--- src/verilog/async_serial_port_zero_pkg.sv ---
// How it works
// RULE1: Divisor is two high bits plus low byte.
// RULE2: Zero divisor stops the baud clock entirely.
// RULE3: Bit rate is bus clock over sixteen-times divisor.
// RULE4: Format bit 6 switches whole module on.
// RULE5: Format bit 5 switches receiver on, transmit unaffected.
// RULE6: Format bit 4 enables multiprocessor address mode.
// RULE7: Format bit 3 picks two or one stops.
// RULE8: Format bit 2 picks nine or eight bits.
// RULE9: Format bit 1 enables parity generate and check.
// RULE10: Format bit 0 picks odd or even parity.
// RULE11: Control bits 3 and 2 gate interrupt requests.
// RULE12: Status bit 6 shows received ninth bit.
// RULE13: Status bit 5 holds sent ninth bit.
// RULE14: Status bit 4 flags send buffer empty.
// RULE15: Status bit 3 flags receive buffer full.
// RULE16: Status bit 2 flags overrun, new data dropped.
// RULE17: Status bit 1 flags framing error.
// RULE18: Status bit 0 flags parity mismatch.
// RULE19: Data register reads receive, writes send buffer.
// RULE20: Low start, LSB first, ninth bit, high stops.
// RULE21: Sample bit centres; low stop is framing error.
package async_serial_port_zero_pkg;

    localparam int ADDR_W = 10;
    localparam logic [7:0] IDX_BAUD_LOW = 8'hbd;
    localparam logic [7:0] IDX_FORMAT = 8'hbe;
    localparam logic [7:0] IDX_IRQ_DIV_HIGH = 8'hbf;
    localparam logic [7:0] IDX_STATUS = 8'hc0;
    localparam logic [7:0] IDX_DATA = 8'hc1;
    localparam logic [23:0] READ_PAD = 24'h00_0000;
    localparam logic [7:0] UNMAPPED_READ = 8'h00;

    localparam int FMT_MODULE_ON = 6;
    localparam int FMT_RECV_ON = 5;
    localparam int FMT_MULTI = 4;
    localparam int FMT_STOP2 = 3;
    localparam int FMT_DATA9 = 2;
    localparam int FMT_PARITY_ON = 1;
    localparam int FMT_PARITY_ODD = 0;
    localparam logic [7:0] FMT_WRITE_MASK = 8'h7f;

    localparam int CTL2_SEND_IE = 3;
    localparam int CTL2_RECV_IE = 2;
    localparam int CTL2_DIV_HI_MSB = 1;
    localparam int CTL2_DIV_HI_LSB = 0;
    localparam logic [7:0] CTL2_WRITE_MASK = 8'h0f;

    localparam int ST_RECV_NINTH = 6;
    localparam int ST_SEND_NINTH = 5;
    localparam int ST_SEND_EMPTY = 4;
    localparam int ST_RECV_FULL = 3;
    localparam int ST_OVERFLOW = 2;
    localparam int ST_FRAME_ERR = 1;
    localparam int ST_PARITY_ERR = 0;

    localparam logic [7:0] RESET_BAUD_LOW = 8'h00;
    localparam logic [7:0] RESET_FORMAT = 8'h00;
    localparam logic [7:0] RESET_IRQ_DIV_HIGH = 8'h0c;
    localparam logic [7:0] RESET_DATA = 8'hff;

    localparam logic [9:0] BAUD_DIV_OFF = 10'h000;
    localparam logic [9:0] BAUD_STEP = 10'h001;
    localparam logic [3:0] TICK_LAST = 4'hf;
    localparam logic [3:0] TICK_MID_START = 4'h7;
    localparam logic [3:0] DATA_BITS = 4'h8;

    typedef enum logic [1:0] {TX_IDLE = 2'h1, TX_SHIFT = 2'h2} tx_state_t;
    typedef enum logic [2:0] {RX_IDLE = 3'h1, RX_START = 3'h2, RX_BITS = 3'h4} rx_state_t;

    typedef struct packed {
        logic ack;
        logic [7:0] rdata;
        logic [7:0] div_lo;
        logic [7:0] fmt;
        logic [7:0] ctl2;
        logic recv_ninth_bit;
        logic send_ninth_bit;
        logic send_empty;
        logic recv_full;
        logic overflow;
        logic frame_err;
        logic parity_err;
        logic [7:0] send_buf;
        logic send_full;
        logic [7:0] recv_buf;
        logic [9:0] baud_cnt;
        tx_state_t tx_state;
        logic [11:0] tx_sh;
        logic [3:0] tx_tick;
        logic [3:0] tx_bitn;
        logic txd;
        rx_state_t rx_state;
        logic [10:0] rx_sh;
        logic [3:0] rx_tick;
        logic [3:0] rx_bitn;
        logic rx_ferr;
        logic rx_done;
        logic sync1;
        logic sync2;
        logic sync3;
        logic rx_level;
    } port_state_t;

endpackage : async_serial_port_zero_pkg

--- src/verilog/async_serial_port_zero.sv ---
`timescale 1ns/100ps
`default_nettype none
module async_serial_port_zero
    import async_serial_port_zero_pkg::*;
(
    input wire logic i_sys_clk,
    input wire logic i_sys_rst,
    input wire logic [ADDR_W-1:0] i_avs_address,
    input wire logic i_avs_read,
    input wire logic i_avs_write,
    input wire logic [31:0] i_avs_writedata,
    input wire logic [3:0] i_avs_byteenable,
    output logic [31:0] o_avs_readdata,
    output logic o_avs_waitrequest,
    input wire logic i_rxd,
    output logic o_txd,
    output logic o_send_irq_req,
    output logic o_recv_irq_req
);

    localparam port_state_t STATE_RESET = '{
        ack: 1'b0,
        rdata: UNMAPPED_READ,
        div_lo: RESET_BAUD_LOW,
        fmt: RESET_FORMAT,
        ctl2: RESET_IRQ_DIV_HIGH,
        recv_ninth_bit: 1'b0,
        send_ninth_bit: 1'b0,
        send_empty: 1'b0,
        recv_full: 1'b0,
        overflow: 1'b0,
        frame_err: 1'b0,
        parity_err: 1'b0,
        send_buf: RESET_DATA,
        send_full: 1'b0,
        recv_buf: RESET_DATA,
        baud_cnt: BAUD_DIV_OFF,
        tx_state: TX_IDLE,
        tx_sh: 12'hfff,
        tx_tick: 4'h0,
        tx_bitn: 4'h0,
        txd: 1'b1,
        rx_state: RX_IDLE,
        rx_sh: 11'h7ff,
        rx_tick: 4'h0,
        rx_bitn: 4'h0,
        rx_ferr: 1'b0,
        rx_done: 1'b0,
        sync1: 1'b1,
        sync2: 1'b1,
        sync3: 1'b1,
        rx_level: 1'b1
    };

    port_state_t st_reg;
    port_state_t st_next;

    // Parity bit that makes the ones count even, or odd when asked.
    function automatic logic calc_parity(input logic [7:0] data, input logic odd);
        calc_parity = (^data) ^ odd;
    endfunction : calc_parity

    // Number of bit times that follow the start bit.
    function automatic logic [3:0] frame_len(input logic [7:0] fmt);
        logic extra;
        extra = fmt[FMT_DATA9] | fmt[FMT_PARITY_ON];
        frame_len = DATA_BITS + {3'h0, extra} + (fmt[FMT_STOP2] ? 4'h2 : 4'h1);
    endfunction : frame_len

    logic bus_req;
    logic bus_take;
    logic wr_byte;
    logic [7:0] reg_idx;
    logic [7:0] wdata;
    logic module_on;
    logic rx_run;
    logic parity_on;
    logic extra_bit;
    logic [9:0] divisor;
    logic baud_tick;

    assign bus_req = i_avs_read | i_avs_write;
    assign bus_take = bus_req & st_reg.ack;
    assign reg_idx = i_avs_address[ADDR_W-1:2];
    assign wdata = i_avs_writedata[7:0];
    assign wr_byte = i_avs_write & bus_take & i_avs_byteenable[0];
    assign module_on = st_reg.fmt[FMT_MODULE_ON]; // RULE4
    assign rx_run = module_on & st_reg.fmt[FMT_RECV_ON]; // RULE5
    assign parity_on = st_reg.fmt[FMT_PARITY_ON]; // RULE9
    assign extra_bit = st_reg.fmt[FMT_DATA9] | parity_on; // RULE8
    assign divisor = {st_reg.ctl2[CTL2_DIV_HI_MSB:CTL2_DIV_HI_LSB], st_reg.div_lo}; // RULE1
    // Sixteen ticks per bit, one tick every divisor bus clocks; none at zero.
    assign baud_tick = module_on && (divisor != BAUD_DIV_OFF) && (st_reg.baud_cnt >= divisor - BAUD_STEP); // RULE2 RULE3

    assign o_avs_waitrequest = bus_req & ~st_reg.ack;
    assign o_avs_readdata = {READ_PAD, st_reg.rdata};
    assign o_txd = st_reg.txd;
    assign o_send_irq_req = st_reg.ctl2[CTL2_SEND_IE] & st_reg.send_empty; // RULE11
    assign o_recv_irq_req = st_reg.ctl2[CTL2_RECV_IE] & st_reg.recv_full; // RULE11

    always_comb
    begin
        logic ninth;
        logic accept;
        logic [3:0] flen;
        ninth = 1'b0;
        accept = 1'b0;
        flen = frame_len(st_reg.fmt);
        st_next = st_reg;

        // Bus slave: one wait cycle, read data latched before release.
        st_next.ack = bus_req & ~st_reg.ack;
        if (bus_req && !st_reg.ack)
        begin
            case (reg_idx)
                IDX_BAUD_LOW: st_next.rdata = st_reg.div_lo;
                IDX_FORMAT: st_next.rdata = st_reg.fmt;
                IDX_IRQ_DIV_HIGH: st_next.rdata = st_reg.ctl2;
                IDX_STATUS: st_next.rdata = {1'b0, st_reg.recv_ninth_bit, st_reg.send_ninth_bit,
                    st_reg.send_empty, st_reg.recv_full, st_reg.overflow, st_reg.frame_err,
                    st_reg.parity_err}; // RULE12
                IDX_DATA: st_next.rdata = st_reg.recv_buf; // RULE19
                default: st_next.rdata = UNMAPPED_READ;
            endcase
        end

        if (wr_byte)
        begin
            case (reg_idx)
                IDX_BAUD_LOW: st_next.div_lo = wdata;
                IDX_FORMAT: st_next.fmt = wdata & FMT_WRITE_MASK;
                IDX_IRQ_DIV_HIGH: st_next.ctl2 = wdata & CTL2_WRITE_MASK;
                IDX_STATUS:
                begin
                    // Writing zero clears a flag, writing one keeps it.
                    st_next.send_empty = st_reg.send_empty & wdata[ST_SEND_EMPTY]; // RULE14
                    st_next.recv_full = st_reg.recv_full & wdata[ST_RECV_FULL]; // RULE15
                    st_next.overflow = st_reg.overflow & wdata[ST_OVERFLOW]; // RULE16
                    st_next.frame_err = st_reg.frame_err & wdata[ST_FRAME_ERR]; // RULE17
                    st_next.parity_err = st_reg.parity_err & wdata[ST_PARITY_ERR]; // RULE18
                    if (!parity_on)
                    begin
                        st_next.send_ninth_bit = wdata[ST_SEND_NINTH]; // RULE13
                    end
                end
                default:
                begin
                end
            endcase
        end

        // Baud counter.
        if (!module_on || baud_tick)
        begin
            st_next.baud_cnt = BAUD_DIV_OFF;
        end
        else
        begin
            st_next.baud_cnt = st_reg.baud_cnt + BAUD_STEP;
        end

        // Transmitter.
        case (st_reg.tx_state)
            TX_IDLE:
            begin
                st_next.txd = 1'b1; // RULE20
                if (module_on && st_reg.send_full && baud_tick)
                begin
                    if (parity_on)
                    begin
                        ninth = calc_parity(st_reg.send_buf, st_reg.fmt[FMT_PARITY_ODD]); // RULE9 RULE10
                        st_next.send_ninth_bit = ninth; // RULE13
                    end
                    else
                    begin
                        ninth = st_reg.send_ninth_bit;
                    end
                    if (extra_bit)
                    begin
                        st_next.tx_sh = {2'h3, ninth, st_reg.send_buf, 1'b0}; // RULE8 RULE20
                    end
                    else
                    begin
                        st_next.tx_sh = {3'h7, st_reg.send_buf, 1'b0}; // RULE20
                    end
                    st_next.txd = 1'b0;
                    st_next.tx_tick = 4'h0;
                    st_next.tx_bitn = 4'h0;
                    st_next.tx_state = TX_SHIFT;
                    st_next.send_full = 1'b0;
                    st_next.send_empty = 1'b1; // RULE14
                end
            end
            TX_SHIFT:
            begin
                if (baud_tick)
                begin
                    st_next.tx_tick = st_reg.tx_tick + 4'h1;
                    if (st_reg.tx_tick == TICK_LAST)
                    begin
                        st_next.tx_sh = {1'b1, st_reg.tx_sh[11:1]};
                        st_next.tx_bitn = st_reg.tx_bitn + 4'h1;
                        if (st_reg.tx_bitn == flen)
                        begin
                            st_next.tx_state = TX_IDLE; // RULE7
                            st_next.txd = 1'b1;
                        end
                        else
                        begin
                            st_next.txd = st_reg.tx_sh[1];
                        end
                    end
                end
            end
            default:
            begin
                st_next.tx_state = TX_IDLE;
                st_next.txd = 1'b1;
            end
        endcase
        if (!module_on)
        begin
            st_next.tx_state = TX_IDLE; // RULE4
            st_next.txd = 1'b1;
        end

        // Receive line synchroniser and filter.
        st_next.sync1 = i_rxd;
        st_next.sync2 = st_reg.sync1;
        st_next.sync3 = st_reg.sync2;
        if (st_reg.sync2 == st_reg.sync3)
        begin
            st_next.rx_level = st_reg.sync3;
        end

        // Receiver.
        st_next.rx_done = 1'b0;
        case (st_reg.rx_state)
            RX_IDLE:
            begin
                if (!st_reg.rx_level)
                begin
                    st_next.rx_state = RX_START;
                    st_next.rx_tick = 4'h0;
                end
            end
            RX_START:
            begin
                if (baud_tick)
                begin
                    st_next.rx_tick = st_reg.rx_tick + 4'h1;
                    if (st_reg.rx_tick == TICK_MID_START)
                    begin
                        st_next.rx_tick = 4'h0;
                        st_next.rx_bitn = 4'h0;
                        st_next.rx_ferr = 1'b0;
                        st_next.rx_state = st_reg.rx_level ? RX_IDLE : RX_BITS; // RULE21
                    end
                end
            end
            RX_BITS:
            begin
                if (baud_tick)
                begin
                    st_next.rx_tick = st_reg.rx_tick + 4'h1;
                    if (st_reg.rx_tick == TICK_LAST)
                    begin
                        st_next.rx_sh[st_reg.rx_bitn] = st_reg.rx_level; // RULE20 RULE21
                        if (st_reg.rx_bitn >= DATA_BITS + {3'h0, extra_bit} && !st_reg.rx_level)
                        begin
                            st_next.rx_ferr = 1'b1; // RULE21
                        end
                        st_next.rx_bitn = st_reg.rx_bitn + 4'h1;
                        if (st_reg.rx_bitn == flen - 4'h1)
                        begin
                            st_next.rx_state = RX_IDLE; // RULE7
                            st_next.rx_done = 1'b1;
                        end
                    end
                end
            end
            default:
            begin
                st_next.rx_state = RX_IDLE;
            end
        endcase
        if (!rx_run)
        begin
            st_next.rx_state = RX_IDLE; // RULE5
            st_next.rx_done = 1'b0;
        end

        // Deliver a finished frame; hardware sets win over clearing writes.
        if (st_reg.rx_done)
        begin
            ninth = extra_bit & st_reg.rx_sh[8];
            accept = !(st_reg.fmt[FMT_MULTI] && st_reg.fmt[FMT_DATA9] && !parity_on && !ninth); // RULE6
            if (accept)
            begin
                if (st_reg.recv_full)
                begin
                    st_next.overflow = 1'b1; // RULE16
                end
                else
                begin
                    st_next.recv_buf = st_reg.rx_sh[7:0]; // RULE19
                    st_next.recv_ninth_bit = ninth; // RULE12
                    st_next.recv_full = 1'b1; // RULE15
                end
                if (st_reg.rx_ferr)
                begin
                    st_next.frame_err = 1'b1; // RULE17
                end
                if (parity_on && (ninth != calc_parity(st_reg.rx_sh[7:0], st_reg.fmt[FMT_PARITY_ODD])))
                begin
                    st_next.parity_err = 1'b1; // RULE18 RULE10
                end
            end
        end

        // A data write refills the send buffer, so it is no longer empty.
        if (wr_byte && reg_idx == IDX_DATA)
        begin
            st_next.send_buf = wdata; // RULE19
            st_next.send_full = 1'b1;
            st_next.send_empty = 1'b0;
        end
    end

    always_ff @(posedge i_sys_clk)
    begin
        if (i_sys_rst)
        begin
            st_reg <= STATE_RESET;
        end
        else
        begin
            st_reg <= st_next;
        end
    end
endmodule : async_serial_port_zero
`default_nettype wire

--- config.mk ---
export PLATFORM = sky130hd
export DESIGN_NAME = async_serial_port_zero
export DESIGN_NICKNAME = d
export VERILOG_FILES = /design/src/verilog/async_serial_port_zero_pkg.sv /design/src/verilog/async_serial_port_zero.sv
export SDC_FILE = /design/constraint.sdc
export NUM_CORES = 1
export LEC_CHECK = 0
export BUFFER_PORTS_ARGS = -buffer_cell sky130_fd_sc_hd__buf_2
export CAP_MARGIN = 20
export CORE_AREA = 2 2 142 144
export CTS_BUF_LIST = sky130_fd_sc_hd__clkbuf_8
export DETAILED_ROUTE_END_ITERATION = 7
export DIE_AREA = 0 0 144 146
export PLACE_DENSITY = 0.44
export SLEW_MARGIN = 20
export SYNTH_ARGS = -nofsm -noshare
export SYNTH_HDL_FRONTEND = slang
export SYNTH_SLANG_ARGS = --single-unit
--- constraint.sdc ---
create_clock -name i_sys_clk -period 10.6 [get_ports i_sys_clk]
set_clock_uncertainty 0.1 [all_clocks]
set_input_delay 1.06 -clock i_sys_clk [delete_from_list [all_inputs] [get_ports i_sys_clk]]
set_output_delay 1.06 -clock i_sys_clk [all_outputs]
set_load 0.01 [all_outputs]
==> flow_summary.html, run 1 <==
<table>
<tr><th>Metric</th><th>Value</th></tr>
<tr><th colspan="2">Layout</th></tr>
<tr><td>Number of standard cells in the layout, taps in and fillers out</td><td>approximately 970</td></tr>
<tr><td>NumNets Final</td><td>between 700 and 800</td></tr>
<tr><td>Number of fillers in the final layout</td><td>2,054</td></tr>
<tr><td>Antenna fix cells</td><td>0</td></tr>
<tr><td>Area added between synthesis and finish</td><td>7.46%</td></tr>
<tr><td>Number of flip-flops in the largest register</td><td>78</td></tr>
<tr><td>Share of final-layout standard cells stronger than drive strength 1</td><td>0.110</td></tr>
<tr><th colspan="2">Pwr</th></tr>
<tr><td>Peak VDD IR</td><td>0.0599 mV</td></tr>
<tr><td>Power share of the combinational group</td><td>0.048</td></tr>
<tr><td>Internal power</td><td>approximately 540 uW</td></tr>
<tr><td>Relative contribution of the clock network to total power</td><td>0.375</td></tr>
<tr><td>Power per cell area</td><td>112 mW/mm2</td></tr>
<tr><td>Total design power</td><td>721 uW</td></tr>
<tr><td>Net switching power figure</td><td>~180 uW</td></tr>
<tr><td>Switching fraction of total power</td><td>0.253</td></tr>
<tr><td>Leakage</td><td>roughly 0.0023 uW</td></tr>
<tr><td>Sequential power share</td><td>0.577</td></tr>
<tr><th colspan="2">Yosys</th></tr>
<tr><td>Number of warnings reported in the yosys synthesis log</td><td>0</td></tr>
<tr><td>Number of flops mapped to enable cells by yosys</td><td>0</td></tr>
<tr><td>Top-count cell post-synth</td><td>dfxtp_1</td></tr>
<tr><td>Top post-synthesis cells by count</td><td>dfxtp_1 (110), nor2_1 (75), nand2_1 (44), a21oi_1 (39)</td></tr>
<tr><td>Number of standard cells after synthesis</td><td>approximately 700</td></tr>
<tr><td>Area fraction of the dominant cell type after synthesis</td><td>0.369</td></tr>
<tr><td>Unique cell type count in the Yosys netlist</td><td>around 60</td></tr>
<tr><td>Total standard cell area after synthesis</td><td>approximately 0.006 mm2</td></tr>
<tr><td>Flip-flop cell with the highest count after synthesis</td><td>dfxtp_1</td></tr>
<tr><td>Biggest area consumer among synthesized cells</td><td>dfxtp_1</td></tr>
<tr><td>Post-synthesis area per instance</td><td>roughly 8.5 um2</td></tr>
<tr><td>Leading cell types by total area after synthesis</td><td>dfxtp_1 (37%), mux2i_1 (5.5%), ha_1 (5.2%)</td></tr>
<tr><td>Synth Register Bits</td><td>between 100 and 150</td></tr>
<tr><td>Share of flip-flops with an asynchronous set or reset after synthesis</td><td>0</td></tr>
<tr><td>Register area share after synthesis</td><td>0.369</td></tr>
<tr><th colspan="2">Detailed routing</th></tr>
<tr><td>Total number of vias</td><td>approximately 4,800</td></tr>
<tr><td>Routed length per instance</td><td>around 15 um</td></tr>
<tr><td>Post-DR vias/cell</td><td>4.91</td></tr>
<tr><td>Total Routed Length</td><td>between 10,000 and 15,000 um</td></tr>
<tr><td>Pre-Repair DR Iteration Count</td><td>5</td></tr>
<tr><td>Remaining antenna violation count after routing</td><td>0</td></tr>
<tr><td>Number of DRC markers after the initial detailed-route iteration</td><td>275</td></tr>
<tr><td>Post-route DRC violation count</td><td>0</td></tr>
<tr><th colspan="2">Clock network</th></tr>
<tr><td>CTS sink count</td><td>110</td></tr>
<tr><td>Source-to-sink clock delay at the later pin of the worst-skew pair</td><td>between 0.3 and 0.4 ns</td></tr>
<tr><td>Clock-pin slew on the worst setup and hold paths</td><td>about 0.11 ns</td></tr>
<tr><td>CTS tree</td><td>yes</td></tr>
<tr><td>Hold-fix buffers, CTS</td><td>0</td></tr>
<tr><td>Clock Tree Buf Depth</td><td>2</td></tr>
<tr><td>Count of instances resized after the clock tree is built</td><td>0</td></tr>
<tr><td>Cell chosen for the clock root</td><td>clkbuf_8</td></tr>
<tr><td>Post-CTS Setup Bufs</td><td>0</td></tr>
<tr><td>Number of H-tree branching levels</td><td>3</td></tr>
<tr><td>Number of buffers added by the clock tree synthesis step</td><td>9</td></tr>
<tr><th colspan="2">Place</th></tr>
<tr><td>Number of buffers added on ports</td><td>33</td></tr>
<tr><td>Cell count after placement</td><td>approximately 960</td></tr>
<tr><td>RD Place Congestion</td><td>slightly below 0.8</td></tr>
<tr><td>Detailed placer's ending HPWL</td><td>around 11,000 um</td></tr>
<tr><td>Post-Place Setup Slack</td><td>6.28 ns</td></tr>
<tr><th colspan="2">Timing</th></tr>
<tr><td>Remaining max-slew budget at the tightest pin</td><td>0.330</td></tr>
<tr><td>Fraction of the cycle the final worst path needs</td><td>0.411</td></tr>
<tr><td>Timing-limited maximum frequency</td><td>~0.23 GHz</td></tr>
<tr><td>Slew @ Worst Pin</td><td>approximately 1.0 ns</td></tr>
<tr><td>Final Slew Violations</td><td>0</td></tr>
<tr><td>Summed negative setup slack over all endpoints</td><td>0 ns</td></tr>
<tr><td>Hold Worst Slack</td><td>0.328 ns</td></tr>
<tr><td>Final count of negative-setup-slack endpoints</td><td>0</td></tr>
<tr><td>Worst setup slack after layout</td><td>between 6 and 7 ns</td></tr>
<tr><td>Fin. Hold Viols</td><td>0</td></tr>
<tr><td>RSZ-0062 raised after global routing</td><td>no</td></tr>
<tr><td>Post-layout min period</td><td>between 4 and 5 ns</td></tr>
<tr><th colspan="2">Min path</th></tr>
<tr><td>Tightest Hold Check Type</td><td>reg -&gt; reg</td></tr>
<tr><td>Endpoint of the worst hold-timing path</td><td>st_next[1]</td></tr>
<tr><td>Count of cells along the worst hold path</td><td>1</td></tr>
<tr><td>Start point of the worst min-delay path</td><td>st_next[2]</td></tr>
<tr><th colspan="2">Die</th></tr>
<tr><td>Core region area</td><td>between 0.015 and 0.02 mm2</td></tr>
<tr><td>Total I/O pin count</td><td>between 80 and 90</td></tr>
<tr><td>Die X-Extent</td><td>~140 um</td></tr>
<tr><td>Total Die Area</td><td>~0.021 mm2</td></tr>
<tr><td>Starting utilization of the core area</td><td>0.309</td></tr>
<tr><td>Number of core rows</td><td>slightly above 50</td></tr>
<tr><td>Die Ht</td><td>roughly 150 um</td></tr>
<tr><th colspan="2">Setup path</th></tr>
<tr><td>Kind of critical path</td><td>reg -&gt; reg</td></tr>
<tr><td>Worst setup SP type</td><td>register</td></tr>
<tr><td>CP required</td><td>10.81 ns</td></tr>
<tr><td>Capturing point of the worst reg2reg path</td><td>st_reg[27]</td></tr>
<tr><td>Data arrival time of the worst path</td><td>~4.6 ns</td></tr>
<tr><td>Flop2flop setup slack</td><td>6.25 ns</td></tr>
<tr><td>Depth of the worst register-to-register path</td><td>12</td></tr>
<tr><td>Type of element capturing the critical path</td><td>register</td></tr>
<tr><td>Startpoint of the worst-slack reg-to-reg timing path</td><td>divisor[0]</td></tr>
<tr><td>Biggest fanout along the worst timing path</td><td>16</td></tr>
<tr><th colspan="2">GRT</th></tr>
<tr><td>Gr ovfl total</td><td>0</td></tr>
<tr><td>Wire length of the first global-routing pass</td><td>23,800 um</td></tr>
<tr><td>Number of antenna violations at the first check in global routing</td><td>0</td></tr>
<tr><td>Maximum number of pins on one net before global-route repair</td><td>73</td></tr>
<tr><td>Vias in the first global route</td><td>between 4,000 and 5,000</td></tr>
<tr><td>GRT Resource Usage Total</td><td>0.143</td></tr>
<tr><th colspan="2">Outcome</th></tr>
<tr><td>Outcome</td><td>finished clean</td></tr>
<tr><th colspan="2">Run</th></tr>
<tr><td>Max capacitance violation total</td><td>0</td></tr>
</table>
==> power groups by stage <==
stage          logic, uW  registers, uW  clock network, uW
6_report            34.4            416                271
3_3_place_gp        33.6            425                  0
4_1_cts             34.2            416                283
3_5_place_dp        34.2            425                  0
5_1_grt             37.9            416                301
2_1_floorplan       29.9            425                  0
==> area by class of cell <==
class,instances,area [um2],area share
multi-input cells,522,3390,0.528
flip-flops and latches,110,2200,0.343
well taps,265,332,0.0517
repair buffers,39,213,0.0332
clock buffers,9,124,0.0193
clock inverters,7,81.3,0.0127
inverters,20,75.1,0.0117
==> per-stage QoR <==
step	util	area [um2]
floorplan	-	6060
global placement	0.321	6210
detailed placement	0.321	6210
CTS	0.332	6420
global route	0.332	6420
finish	0.332	6420
==> worst max path at each step <==
stage,startpoint,to,slack [ns]
finish,divisor[0],st_reg[27],6.25
CTS,divisor[0],st_reg[27],6.24
floorplan,divisor[0],st_reg[27],7.17
global placement,divisor[0],st_reg[27],6.36
global route,divisor[0],st_reg[27],5.96
detailed placement,divisor[0],st_reg[27],6.28
==> layout by cell type (no fill, tap or decap), types with 4 or more instances in the layout <==
cell | netlist | routed
dfxtp_1 | 110 | 110
nor2_1 | 75 | 75
nand2_1 | 44 | 44
a21oi_1 | 39 | 39
mux2i_1 | 33 | 33
buf_2 | 3 | 32
nand3_1 | 29 | 29
xnor2_1 | 28 | 28
ha_1 | 25 | 25
conb_1 | 1 | 24
inv_1 | 19 | 20
o21ai_0 | 17 | 17
nor3_1 | 16 | 16
xor2_1 | 12 | 12
nand3b_1 | 12 | 12
nand2b_1 | 11 | 11
a211o_1 | 11 | 11
a31oi_1 | 11 | 11
a22oi_1 | 11 | 11
nor2b_1 | 10 | 10
nand4_1 | 9 | 9
nor3_2 | 9 | 9
clkbuf_8 | 0 | 9
nor3b_1 | 8 | 8
o22ai_1 | 8 | 8
and2_0 | 7 | 7
buf_4 | 33 | 7
or2_2 | 6 | 6
a211oi_1 | 6 | 6
o21ai_1 | 5 | 5
o21a_1 | 5 | 5
nor4_1 | 4 | 4
mux2_2 | 4 | 4
==> critical path: stages, from the launching register on <==
cell and delay [ns]:
dfxtp_1 0.37, inv_1 0.10, ha_1 0.20, or4b_1 0.50
nor4_1 0.26, xnor2_1 0.12, ha_1 0.30, nand4_1 0.13
o31ai_2 0.70, o21ai_2 0.39, o31a_1 0.44, or4_1 0.52
a21oi_1 0.15
==> kinds of logic (layout without fill, tap and decap cells) <==
logic type,Yosys count,after routing,synth area share
simple gates,257,257,0.223
buf+inv,90,75,0.0780
mux,37,37,0.0629
other cells,1,24,0.000628
fa+ha+maj,25,25,0.0524
xor+xnor,41,41,0.0624
compound gates,138,138,0.152
flops,110,110,0.369
==> metal layers <==
| metal | track usage | routed length [um] | vias up |
|---|---|---|---|
| met1 | 0.186 | 7000 | 2245 |
| met3 | 0.0349 | 714 | 19 |
| met2 | 0.233 | 6700 | 99 |
| li1 | - | - | 2412 |
| met5 | 0 | 0 | - |
| met4 | 0.0441 | 286 | 0 |
Note: power is estimated with default switching activity, not from simulation.
==> run 2, diff against run 1 <==
--- a/config.mk
+++ b/config.mk
@@ -5,13 +5,14 @@
 export SDC_FILE = /design/constraint.sdc
 export NUM_CORES = 1
 export LEC_CHECK = 0
+export ABC_AREA = 1
 export BUFFER_PORTS_ARGS = -buffer_cell sky130_fd_sc_hd__buf_2
 export CAP_MARGIN = 20
-export CORE_AREA = 2 2 142 144
+export CORE_AREA = 2 2 144 146
 export CTS_BUF_LIST = sky130_fd_sc_hd__clkbuf_8
 export DETAILED_ROUTE_END_ITERATION = 7
-export DIE_AREA = 0 0 144 146
-export PLACE_DENSITY = 0.44
+export DIE_AREA = 0 0 146 148
+export PLACE_DENSITY = 0.46
 export SLEW_MARGIN = 20
 export SYNTH_ARGS = -nofsm -noshare
 export SYNTH_HDL_FRONTEND = slang
==> constraint.sdc (replaced) <==
create_clock -name i_sys_clk -period 4 [get_ports i_sys_clk]
set_clock_uncertainty 0.1 [all_clocks]
set_input_delay 0.4 -clock i_sys_clk [delete_from_list [all_inputs] [get_ports i_sys_clk]]
set_output_delay 0.4 -clock i_sys_clk [all_outputs]
set_load 0.01 [all_outputs]
==> flow_summary.html, run 2 <==
<table>
<tr><th>Metric</th><th>Value</th></tr>
<tr><th colspan="2">Die</th></tr>
<tr><td>Total I/O pin count</td><td>between 80 and 90</td></tr>
<tr><td>Total Die Area</td><td>around 0.022 mm2</td></tr>
<tr><td>Die X-Extent</td><td>about 150 um</td></tr>
<tr><td>Number of core rows</td><td>52</td></tr>
<tr><td>Starting utilization of the core area</td><td>0.305</td></tr>
<tr><td>Core region area</td><td>between 0.02 and 0.025 mm2</td></tr>
<tr><td>Die Ht</td><td>about 150 um</td></tr>
<tr><th colspan="2">Layout</th></tr>
<tr><td>Antenna fix cells</td><td>0</td></tr>
<tr><td>NumNets Final</td><td>950</td></tr>
<tr><td>Most common cell after layout, fill and taps aside</td><td>nand2_1</td></tr>
<tr><td>Share of final-layout standard cells stronger than drive strength 1</td><td>0.0899</td></tr>
<tr><td>Most frequent cells in the layout</td><td>nand2_1 (223), dfxtp_1 (110), inv_1 (89), nand3_1 (71), nor2_1 (58)</td></tr>
<tr><td>Area added between synthesis and finish</td><td>6.80%</td></tr>
<tr><td>Number of fillers in the final layout</td><td>around 2,300</td></tr>
<tr><td>Number of flip-flops in the largest register</td><td>slightly below 80</td></tr>
<tr><td>Post-route core utilization</td><td>0.325</td></tr>
<tr><th colspan="2">Detailed routing</th></tr>
<tr><td>Number of DRC markers after the initial detailed-route iteration</td><td>209</td></tr>
<tr><td>Pre-Repair DR Iteration Count</td><td>4</td></tr>
<tr><td>Remaining antenna violation count after routing</td><td>0</td></tr>
<tr><td>Post-DR vias/cell</td><td>about 4.5</td></tr>
<tr><td>Total number of vias</td><td>about 5,200</td></tr>
<tr><td>Routed length per instance</td><td>around 13 um</td></tr>
<tr><td>Total Routed Length</td><td>15,200 um</td></tr>
<tr><td>Post-route DRC violation count</td><td>0</td></tr>
<tr><th colspan="2">Min path</th></tr>
<tr><td>Tightest Hold Check Type</td><td>in -&gt; reg</td></tr>
<tr><td>Start point of the worst min-delay path</td><td>i_rxd</td></tr>
<tr><th colspan="2">Yosys</th></tr>
<tr><td>Leading cell types by total area after synthesis</td><td>dfxtp_1 (36%), nand2_1 (14%), nand3_1 (5.8%)</td></tr>
<tr><td>Number of warnings reported in the yosys synthesis log</td><td>0</td></tr>
<tr><td>Total standard cell area after synthesis</td><td>0.00610 mm2</td></tr>
<tr><td>Biggest area consumer among synthesized cells</td><td>dfxtp_1</td></tr>
<tr><td>Synth Register Bits</td><td>110</td></tr>
<tr><td>Flip-flop cell with the highest count after synthesis</td><td>dfxtp_1</td></tr>
<tr><td>Post-synthesis area per instance</td><td>7.09 um2</td></tr>
<tr><td>Register area share after synthesis</td><td>0.361</td></tr>
<tr><td>Area fraction of the dominant cell type after synthesis</td><td>0.361</td></tr>
<tr><td>Top-count cell post-synth</td><td>nand2_1</td></tr>
<tr><td>Number of standard cells after synthesis</td><td>861</td></tr>
<tr><td>Top post-synthesis cells by count</td><td>nand2_1 (223), dfxtp_1 (110), inv_1 (88), nand3_1 (71), nor2_1 (58)</td></tr>
<tr><td>Number of flops mapped to enable cells by yosys</td><td>0</td></tr>
<tr><td>Share of flip-flops with an asynchronous set or reset after synthesis</td><td>0</td></tr>
<tr><td>Unique cell type count in the Yosys netlist</td><td>43</td></tr>
<tr><th colspan="2">Clock network</th></tr>
<tr><td>Source-to-sink clock delay at the later pin of the worst-skew pair</td><td>roughly 0.40 ns</td></tr>
<tr><td>Clock Tree Buf Depth</td><td>2</td></tr>
<tr><td>Number of H-tree branching levels</td><td>3</td></tr>
<tr><td>Number of buffers added by the clock tree synthesis step</td><td>9</td></tr>
<tr><td>Cell chosen for the clock root</td><td>clkbuf_8</td></tr>
<tr><td>CTS sink count</td><td>between 100 and 150</td></tr>
<tr><td>Count of instances resized after the clock tree is built</td><td>0</td></tr>
<tr><td>Clock-pin slew on the worst setup and hold paths</td><td>about 0.12 ns</td></tr>
<tr><td>Hold-fix buffers, CTS</td><td>0</td></tr>
<tr><td>CTS tree</td><td>yes</td></tr>
<tr><td>Post-CTS Setup Bufs</td><td>0</td></tr>
<tr><th colspan="2">Timing</th></tr>
<tr><td>Summed negative setup slack over all endpoints</td><td>0 ns</td></tr>
<tr><td>Slew @ Worst Pin</td><td>between 1 and 1.5 ns</td></tr>
<tr><td>Final Slew Violations</td><td>0</td></tr>
<tr><td>Remaining max-slew budget at the tightest pin</td><td>0.315</td></tr>
<tr><td>Post-layout min period</td><td>3.12 ns</td></tr>
<tr><td>Fraction of the cycle the final worst path needs</td><td>0.779</td></tr>
<tr><td>Worst setup slack after layout</td><td>roughly 0.88 ns</td></tr>
<tr><td>Timing-limited maximum frequency</td><td>approximately 0.32 GHz</td></tr>
<tr><td>Hold Worst Slack</td><td>between 0.09 and 0.1 ns</td></tr>
<tr><td>Fin. Hold Viols</td><td>0</td></tr>
<tr><td>RSZ-0062 raised after global routing</td><td>no</td></tr>
<tr><td>Final count of negative-setup-slack endpoints</td><td>0</td></tr>
<tr><th colspan="2">Place</th></tr>
<tr><td>RD Place Congestion</td><td>between 0.8 and 0.9</td></tr>
<tr><td>Post-Place Setup Slack</td><td>around 0.89 ns</td></tr>
<tr><td>Detailed placer's ending HPWL</td><td>around 11,000 um</td></tr>
<tr><td>Number of buffers added on ports</td><td>33</td></tr>
<tr><th colspan="2">GRT</th></tr>
<tr><td>Vias in the first global route</td><td>slightly below 5,000</td></tr>
<tr><td>Number of antenna violations at the first check in global routing</td><td>0</td></tr>
<tr><td>GRT Resource Usage Total</td><td>0.146</td></tr>
<tr><td>Wire length of the first global-routing pass</td><td>25,500 um</td></tr>
<tr><td>Maximum number of pins on one net before global-route repair</td><td>53</td></tr>
<tr><td>Gr ovfl total</td><td>0</td></tr>
<tr><th colspan="2">Pwr</th></tr>
<tr><td>Peak VDD IR</td><td>between 0.1 and 0.15 mV</td></tr>
<tr><td>Leakage</td><td>0.00287 uW</td></tr>
<tr><td>Power per cell area</td><td>approximately 280 mW/mm2</td></tr>
<tr><td>Total design power</td><td>roughly 1800 uW</td></tr>
<tr><th colspan="2">Setup path</th></tr>
<tr><td>Type of element capturing the critical path</td><td>register</td></tr>
<tr><td>Flop2flop setup slack</td><td>between 0.8 and 0.9 ns</td></tr>
<tr><td>Startpoint of the worst-slack reg-to-reg timing path</td><td>divisor[0]</td></tr>
<tr><td>Kind of critical path</td><td>reg -&gt; reg</td></tr>
<tr><td>Biggest fanout along the worst timing path</td><td>17</td></tr>
<tr><td>Source of the critical timing path</td><td>divisor[0]</td></tr>
<tr><td>Worst setup SP type</td><td>register</td></tr>
<tr><td>CP required</td><td>about 4.2 ns</td></tr>
<tr><td>Data arrival time of the worst path</td><td>3.34 ns</td></tr>
<tr><th colspan="2">Outcome</th></tr>
<tr><td>Outcome</td><td>finished clean</td></tr>
<tr><th colspan="2">Run</th></tr>
<tr><td>Max capacitance violation total</td><td>0</td></tr>
</table>
-- run 2: cell types whose count changed in the layout (fill, tap and decap cells not counted), moves of 12 or more --
cell     before  now
nand2_1      44  223
inv_1        20   89
nand3_1      29   71
o21ai_0      17   51
mux2i_1      33    0
xnor2_1      28    9
nor2_1       75   58
nand4_1       9   25
xor2_1       12   24
-- run 2: kinds of logic after synthesis --
family / share of synthesized area
simple gates: 0.305
fa+ha+maj: 0.0512
buf+inv: 0.118
flops: 0.361
other cells: 0.000614
xor+xnor: 0.0473
compound gates: 0.117
-- run 2: cell type report --
class | count | area, um2 | share of cell area
multi-input combinational | 623 | 3270 | 0.501
sequential | 110 | 2200 | 0.338
inverter | 96 | 363 | 0.0557
tap | 270 | 338 | 0.0518
timing repair buffer | 34 | 173 | 0.0265
clock buffer | 9 | 124 | 0.0190
clock inverter | 7 | 55.1 | 0.00844
-- run 2: worst paths after layout --
| path | depth (start not counted) | end |
|---|---|---|
| setup reg to reg | 16 | register |
| hold reg to reg | 2 | st_reg[0] |
| hold / removal | 2 | st_next[2] |
| setup / recovery | 16 | register |
-- run 2: worst max-delay path: stages, from the launching register on --
cell     delay [ns]
dfxtp_1        0.32
inv_1          0.18
nand4_1        0.18
nor3_1         0.25
nand3_1        0.13
xor2_1         0.17
ha_1           0.30
nand2_1        0.07
nor2_1         0.15
nand3_1        0.11
nand3_2        0.15
nand2_4        0.13
inv_4          0.13
nand3_4        0.20
inv_2          0.25
nand4_1        0.11
nand3_1        0.09
-- run 2: power by group --
group	switching (uW)	internal, uW	total (uW)	leakage (uW)
combinational	57.2	18.5	75.7	0.00189
clock	417	235	652	0.0000924
sequential	2.77	1100	1100	0.000889
-- run 2: through the flow --
stage | area (um2) | cells
6_report | 6520 | 1149
5_1_grt | 6520 | 1149
4_1_cts | 6520 | 1149
3_5_place_dp | 6340 | 1133
3_3_place_gp | 6340 | 1133
2_1_floorplan | 6190 | 884
-- run 2: routing by layer --
layer | wire length, um | GRT usage | vias up
li1 | - | - | 2779
met1 | 7680 | 0.196 | 2350
met2 | 7010 | 0.241 | 74
met3 | 432 | 0.0315 | 4
met4 | 86 | 0.0364 | 0
met5 | 0 | 0 | -
==> run 3, diff against run 2 <==
==> constraint.sdc (replaced) <==
create_clock -name i_sys_clk -period 2.6 [get_ports i_sys_clk]
set_clock_uncertainty 0.1 [all_clocks]
set_input_delay 0.26 -clock i_sys_clk [delete_from_list [all_inputs] [get_ports i_sys_clk]]
set_output_delay 0.26 -clock i_sys_clk [all_outputs]
set_load 0.01 [all_outputs]
==> flow_summary.html, run 3 (same netlist as run 2, synthesis figures left out) <==
<table>
<tr><th>Metric</th><th>Value</th></tr>
<tr><th colspan="2">Die</th></tr>
<tr><td>Die Ht</td><td>between 100 and 150 um</td></tr>
<tr><td>Number of core rows</td><td>52</td></tr>
<tr><td>Core region area</td><td>approximately 0.02 mm2</td></tr>
<tr><td>Total Die Area</td><td>approximately 0.022 mm2</td></tr>
<tr><td>Starting utilization of the core area</td><td>0.305</td></tr>
<tr><td>Die X-Extent</td><td>146 um</td></tr>
<tr><td>Total I/O pin count</td><td>87</td></tr>
<tr><th colspan="2">Timing</th></tr>
<tr><td>Fin. Hold Viols</td><td>0</td></tr>
<tr><td>Worst setup slack after layout</td><td>-0.106 ns</td></tr>
<tr><td>Slew @ Worst Pin</td><td>between 0.7 and 0.8 ns</td></tr>
<tr><td>Final count of negative-setup-slack endpoints</td><td>41</td></tr>
<tr><td>Post-layout min period</td><td>2.71 ns</td></tr>
<tr><td>Timing-limited maximum frequency</td><td>0.370 GHz</td></tr>
<tr><td>Final Slew Violations</td><td>0</td></tr>
<tr><td>Remaining max-slew budget at the tightest pin</td><td>0.515</td></tr>
<tr><td>Hold Worst Slack</td><td>~0.035 ns</td></tr>
<tr><td>Fraction of the cycle the final worst path needs</td><td>1.04</td></tr>
<tr><td>RSZ-0062 raised after global routing</td><td>yes</td></tr>
<tr><th colspan="2">Detailed routing</th></tr>
<tr><td>Post-route DRC violation count</td><td>0</td></tr>
<tr><td>Number of DRC markers after the initial detailed-route iteration</td><td>just under 300</td></tr>
<tr><td>Total number of vias</td><td>around 5,500</td></tr>
<tr><td>Pre-Repair DR Iteration Count</td><td>5</td></tr>
<tr><td>Post-DR vias/cell</td><td>between 4 and 5</td></tr>
<tr><td>Total Routed Length</td><td>around 16,000 um</td></tr>
<tr><td>Routed length per instance</td><td>between 10 and 15 um</td></tr>
<tr><td>Remaining antenna violation count after routing</td><td>0</td></tr>
<tr><th colspan="2">Clock network</th></tr>
<tr><td>Clock Tree Buf Depth</td><td>2</td></tr>
<tr><td>Clock-pin slew on the worst setup and hold paths</td><td>around 0.12 ns</td></tr>
<tr><td>Source-to-sink clock delay at the later pin of the worst-skew pair</td><td>approximately 0.4 ns</td></tr>
<tr><td>Number of buffers added by the clock tree synthesis step</td><td>9</td></tr>
<tr><td>CTS tree</td><td>yes</td></tr>
<tr><td>CTS sink count</td><td>110</td></tr>
<tr><td>Cell chosen for the clock root</td><td>clkbuf_8</td></tr>
<tr><td>Number of H-tree branching levels</td><td>3</td></tr>
<tr><th colspan="2">Layout</th></tr>
<tr><td>Most common cell after layout, fill and taps aside</td><td>nand2_1</td></tr>
<tr><td>Design area</td><td>0.00721 mm2</td></tr>
<tr><td>Area of the multi-input gates</td><td>0.00356 mm2</td></tr>
<tr><td>Most frequent cells in the layout</td><td>nand2_1 (214), dfxtp_1 (108), inv_1 (86), nand3_1 (65), nor2_1 (54)</td></tr>
<tr><td>Area added between synthesis and finish</td><td>18.1%</td></tr>
<tr><td>Number of flip-flops in the largest register</td><td>78</td></tr>
<tr><td>Reg area</td><td>approximately 0.0022 mm2</td></tr>
<tr><td>Number of fillers in the final layout</td><td>2,222</td></tr>
<tr><td>Share of final-layout standard cells stronger than drive strength 1</td><td>0.184</td></tr>
<tr><td>Number of standard cells in the layout, taps in and fillers out</td><td>around 1,200</td></tr>
<tr><td>Antenna fix cells</td><td>0</td></tr>
<tr><td>NumNets Final</td><td>998</td></tr>
<tr><th colspan="2">Pwr</th></tr>
<tr><td>Net switching power figure</td><td>between 700 and 800 uW</td></tr>
<tr><td>Sequential power share</td><td>0.593</td></tr>
<tr><td>Power share of the combinational group</td><td>0.044</td></tr>
<tr><td>Switching fraction of total power</td><td>0.269</td></tr>
<tr><td>Power per cell area</td><td>approximately 400 mW/mm2</td></tr>
<tr><td>Leakage</td><td>0.00314 uW</td></tr>
<tr><td>Relative contribution of the clock network to total power</td><td>0.363</td></tr>
<tr><td>Internal power</td><td>around 2100 uW</td></tr>
<tr><td>Peak VDD IR</td><td>0.261 mV</td></tr>
<tr><th colspan="2">Run</th></tr>
<tr><td>Max capacitance violation total</td><td>0</td></tr>
<tr><th colspan="2">Setup path</th></tr>
<tr><td>Data arrival time of the worst path</td><td>~3.0 ns</td></tr>
<tr><td>Type of element capturing the critical path</td><td>register</td></tr>
<tr><td>Worst setup SP type</td><td>register</td></tr>
<tr><td>CP required</td><td>2.84 ns</td></tr>
<tr><td>Source of the critical timing path</td><td>divisor[1]</td></tr>
<tr><td>Startpoint of the worst-slack reg-to-reg timing path</td><td>divisor[1]</td></tr>
<tr><td>Kind of critical path</td><td>reg -&gt; reg</td></tr>
<tr><td>Flop2flop setup slack</td><td>-0.11 ns</td></tr>
<tr><td>Biggest fanout along the worst timing path</td><td>10</td></tr>
<tr><th colspan="2">Min path</th></tr>
<tr><td>Start point of the worst min-delay path</td><td>i_avs_writedata[7]</td></tr>
<tr><td>Tightest Hold Check Type</td><td>in -&gt; reg</td></tr>
<tr><th colspan="2">Place</th></tr>
<tr><td>RD Place Congestion</td><td>approximately 0.8</td></tr>
<tr><td>Placed Instance Area</td><td>~0.0066 mm2</td></tr>
<tr><td>Post-Place Setup Slack</td><td>-0.251 ns</td></tr>
<tr><td>Number of buffers added on ports</td><td>33</td></tr>
<tr><td>Detailed placer's ending HPWL</td><td>~12,000 um</td></tr>
<tr><td>Cell count after placement</td><td>approximately 1,200</td></tr>
<tr><th colspan="2">GRT</th></tr>
<tr><td>GRT Resource Usage Total</td><td>0.155</td></tr>
<tr><td>Vias in the first global route</td><td>~5,200</td></tr>
<tr><td>Number of antenna violations at the first check in global routing</td><td>0</td></tr>
<tr><td>Maximum number of pins on one net before global-route repair</td><td>approximately 40</td></tr>
<tr><td>Gr ovfl total</td><td>0</td></tr>
<tr><td>Wire length of the first global-routing pass</td><td>26,900 um</td></tr>
<tr><th colspan="2">Outcome</th></tr>
<tr><td>Violated checks</td><td>negative setup slack</td></tr>
<tr><td>Outcome</td><td>finished with violations</td></tr>
</table>
[run 3: cell types whose count changed in the layout (fill, tap and decap cells not counted), moves of 5 or more]
cell | previous run | this run
buf_4 | 1 | 42
a21oi_1 | 48 | 40
o21ai_0 | 51 | 46
nand3_1 | 71 | 65
a21oi_2 | 1 | 9
nand3_4 | 2 | 9
o21ai_2 | 0 | 7
nand2_1 | 223 | 214
[run 3: worst paths after layout]
kind | to | cells after the start
hold reg to reg | st_next[1] | 1
setup / recovery | st_reg[38] | 18
setup reg to reg | st_reg[38] | 18
hold / removal | st_reg[77] | 3
[run 3: routing by layer]
| metal | up-vias | global-route usage | routed length, um |
|---|---|---|---|
| met3 | 12 | 0.0315 | 549 |
| li1 | 2879 | - | - |
| met1 | 2490 | 0.213 | 7880 |
| met4 | 0 | 0.0374 | 160 |
| met5 | - | 0 | 0 |
| met2 | 87 | 0.250 | 7510 |
[run 3: per-stage QoR]
step            util  total power (uW)  setup TNS [ns]
2_1_floorplan      -              1830               0
3_5_place_dp   0.331              1860           -6.94
5_1_grt        0.360              2990          -12.67
6_report       0.360              2860           -2.68
4_1_cts        0.352              2900           -2.84
3_3_place_gp   0.331              1860           -4.91
[run 3: power groups by stage]
stage               sequential, uW  combinational [uW]  clock [uW]
detailed placement            1730                 122           0
finish                        1700                 125        1040
CTS                           1700                 124        1080
global route                  1700                 140        1150
global placement              1730                 123           0
floorplan                     1730                98.0           0
[run 3: area by class of cell]
cell class | instances | area share
inverter | 96 | 0.0531
timing repair buffer | 79 | 0.0739
clock inverter | 7 | 0.00798
sequential | 110 | 0.306
tap | 270 | 0.0469
multi-input combinational | 625 | 0.494
clock buffer | 9 | 0.0172
timing repair inverter | 1 | 0.000868
[run 3: critical path: stages (launching register included)]
cell     delay, ns
dfxtp_2       0.36
inv_2         0.08
ha_4          0.15
nand3_4       0.09
nor3_2        0.20
xor2_1        0.16
inv_1         0.06
ha_1          0.26
nand2_1       0.05
nor2_1        0.12
nand3_1       0.14
nand3_4       0.14
nand2_8       0.12
nand2_8       0.12
nand2_4       0.07
nor2_4        0.17
buf_12        0.14
nand2_1       0.06
nand3_1       0.06
[run 3: what timing repair did]
action | in CTS | in global routing
hold endpoints to repair | 1 | 0
buffers inserted | 4 | 3
endpoints found under the setup margin | 48 | 57
pin swaps | 12 | 14
gates cloned | 3 | 0
resized for setup | 46 | 33
hold buffers | 1 | 0
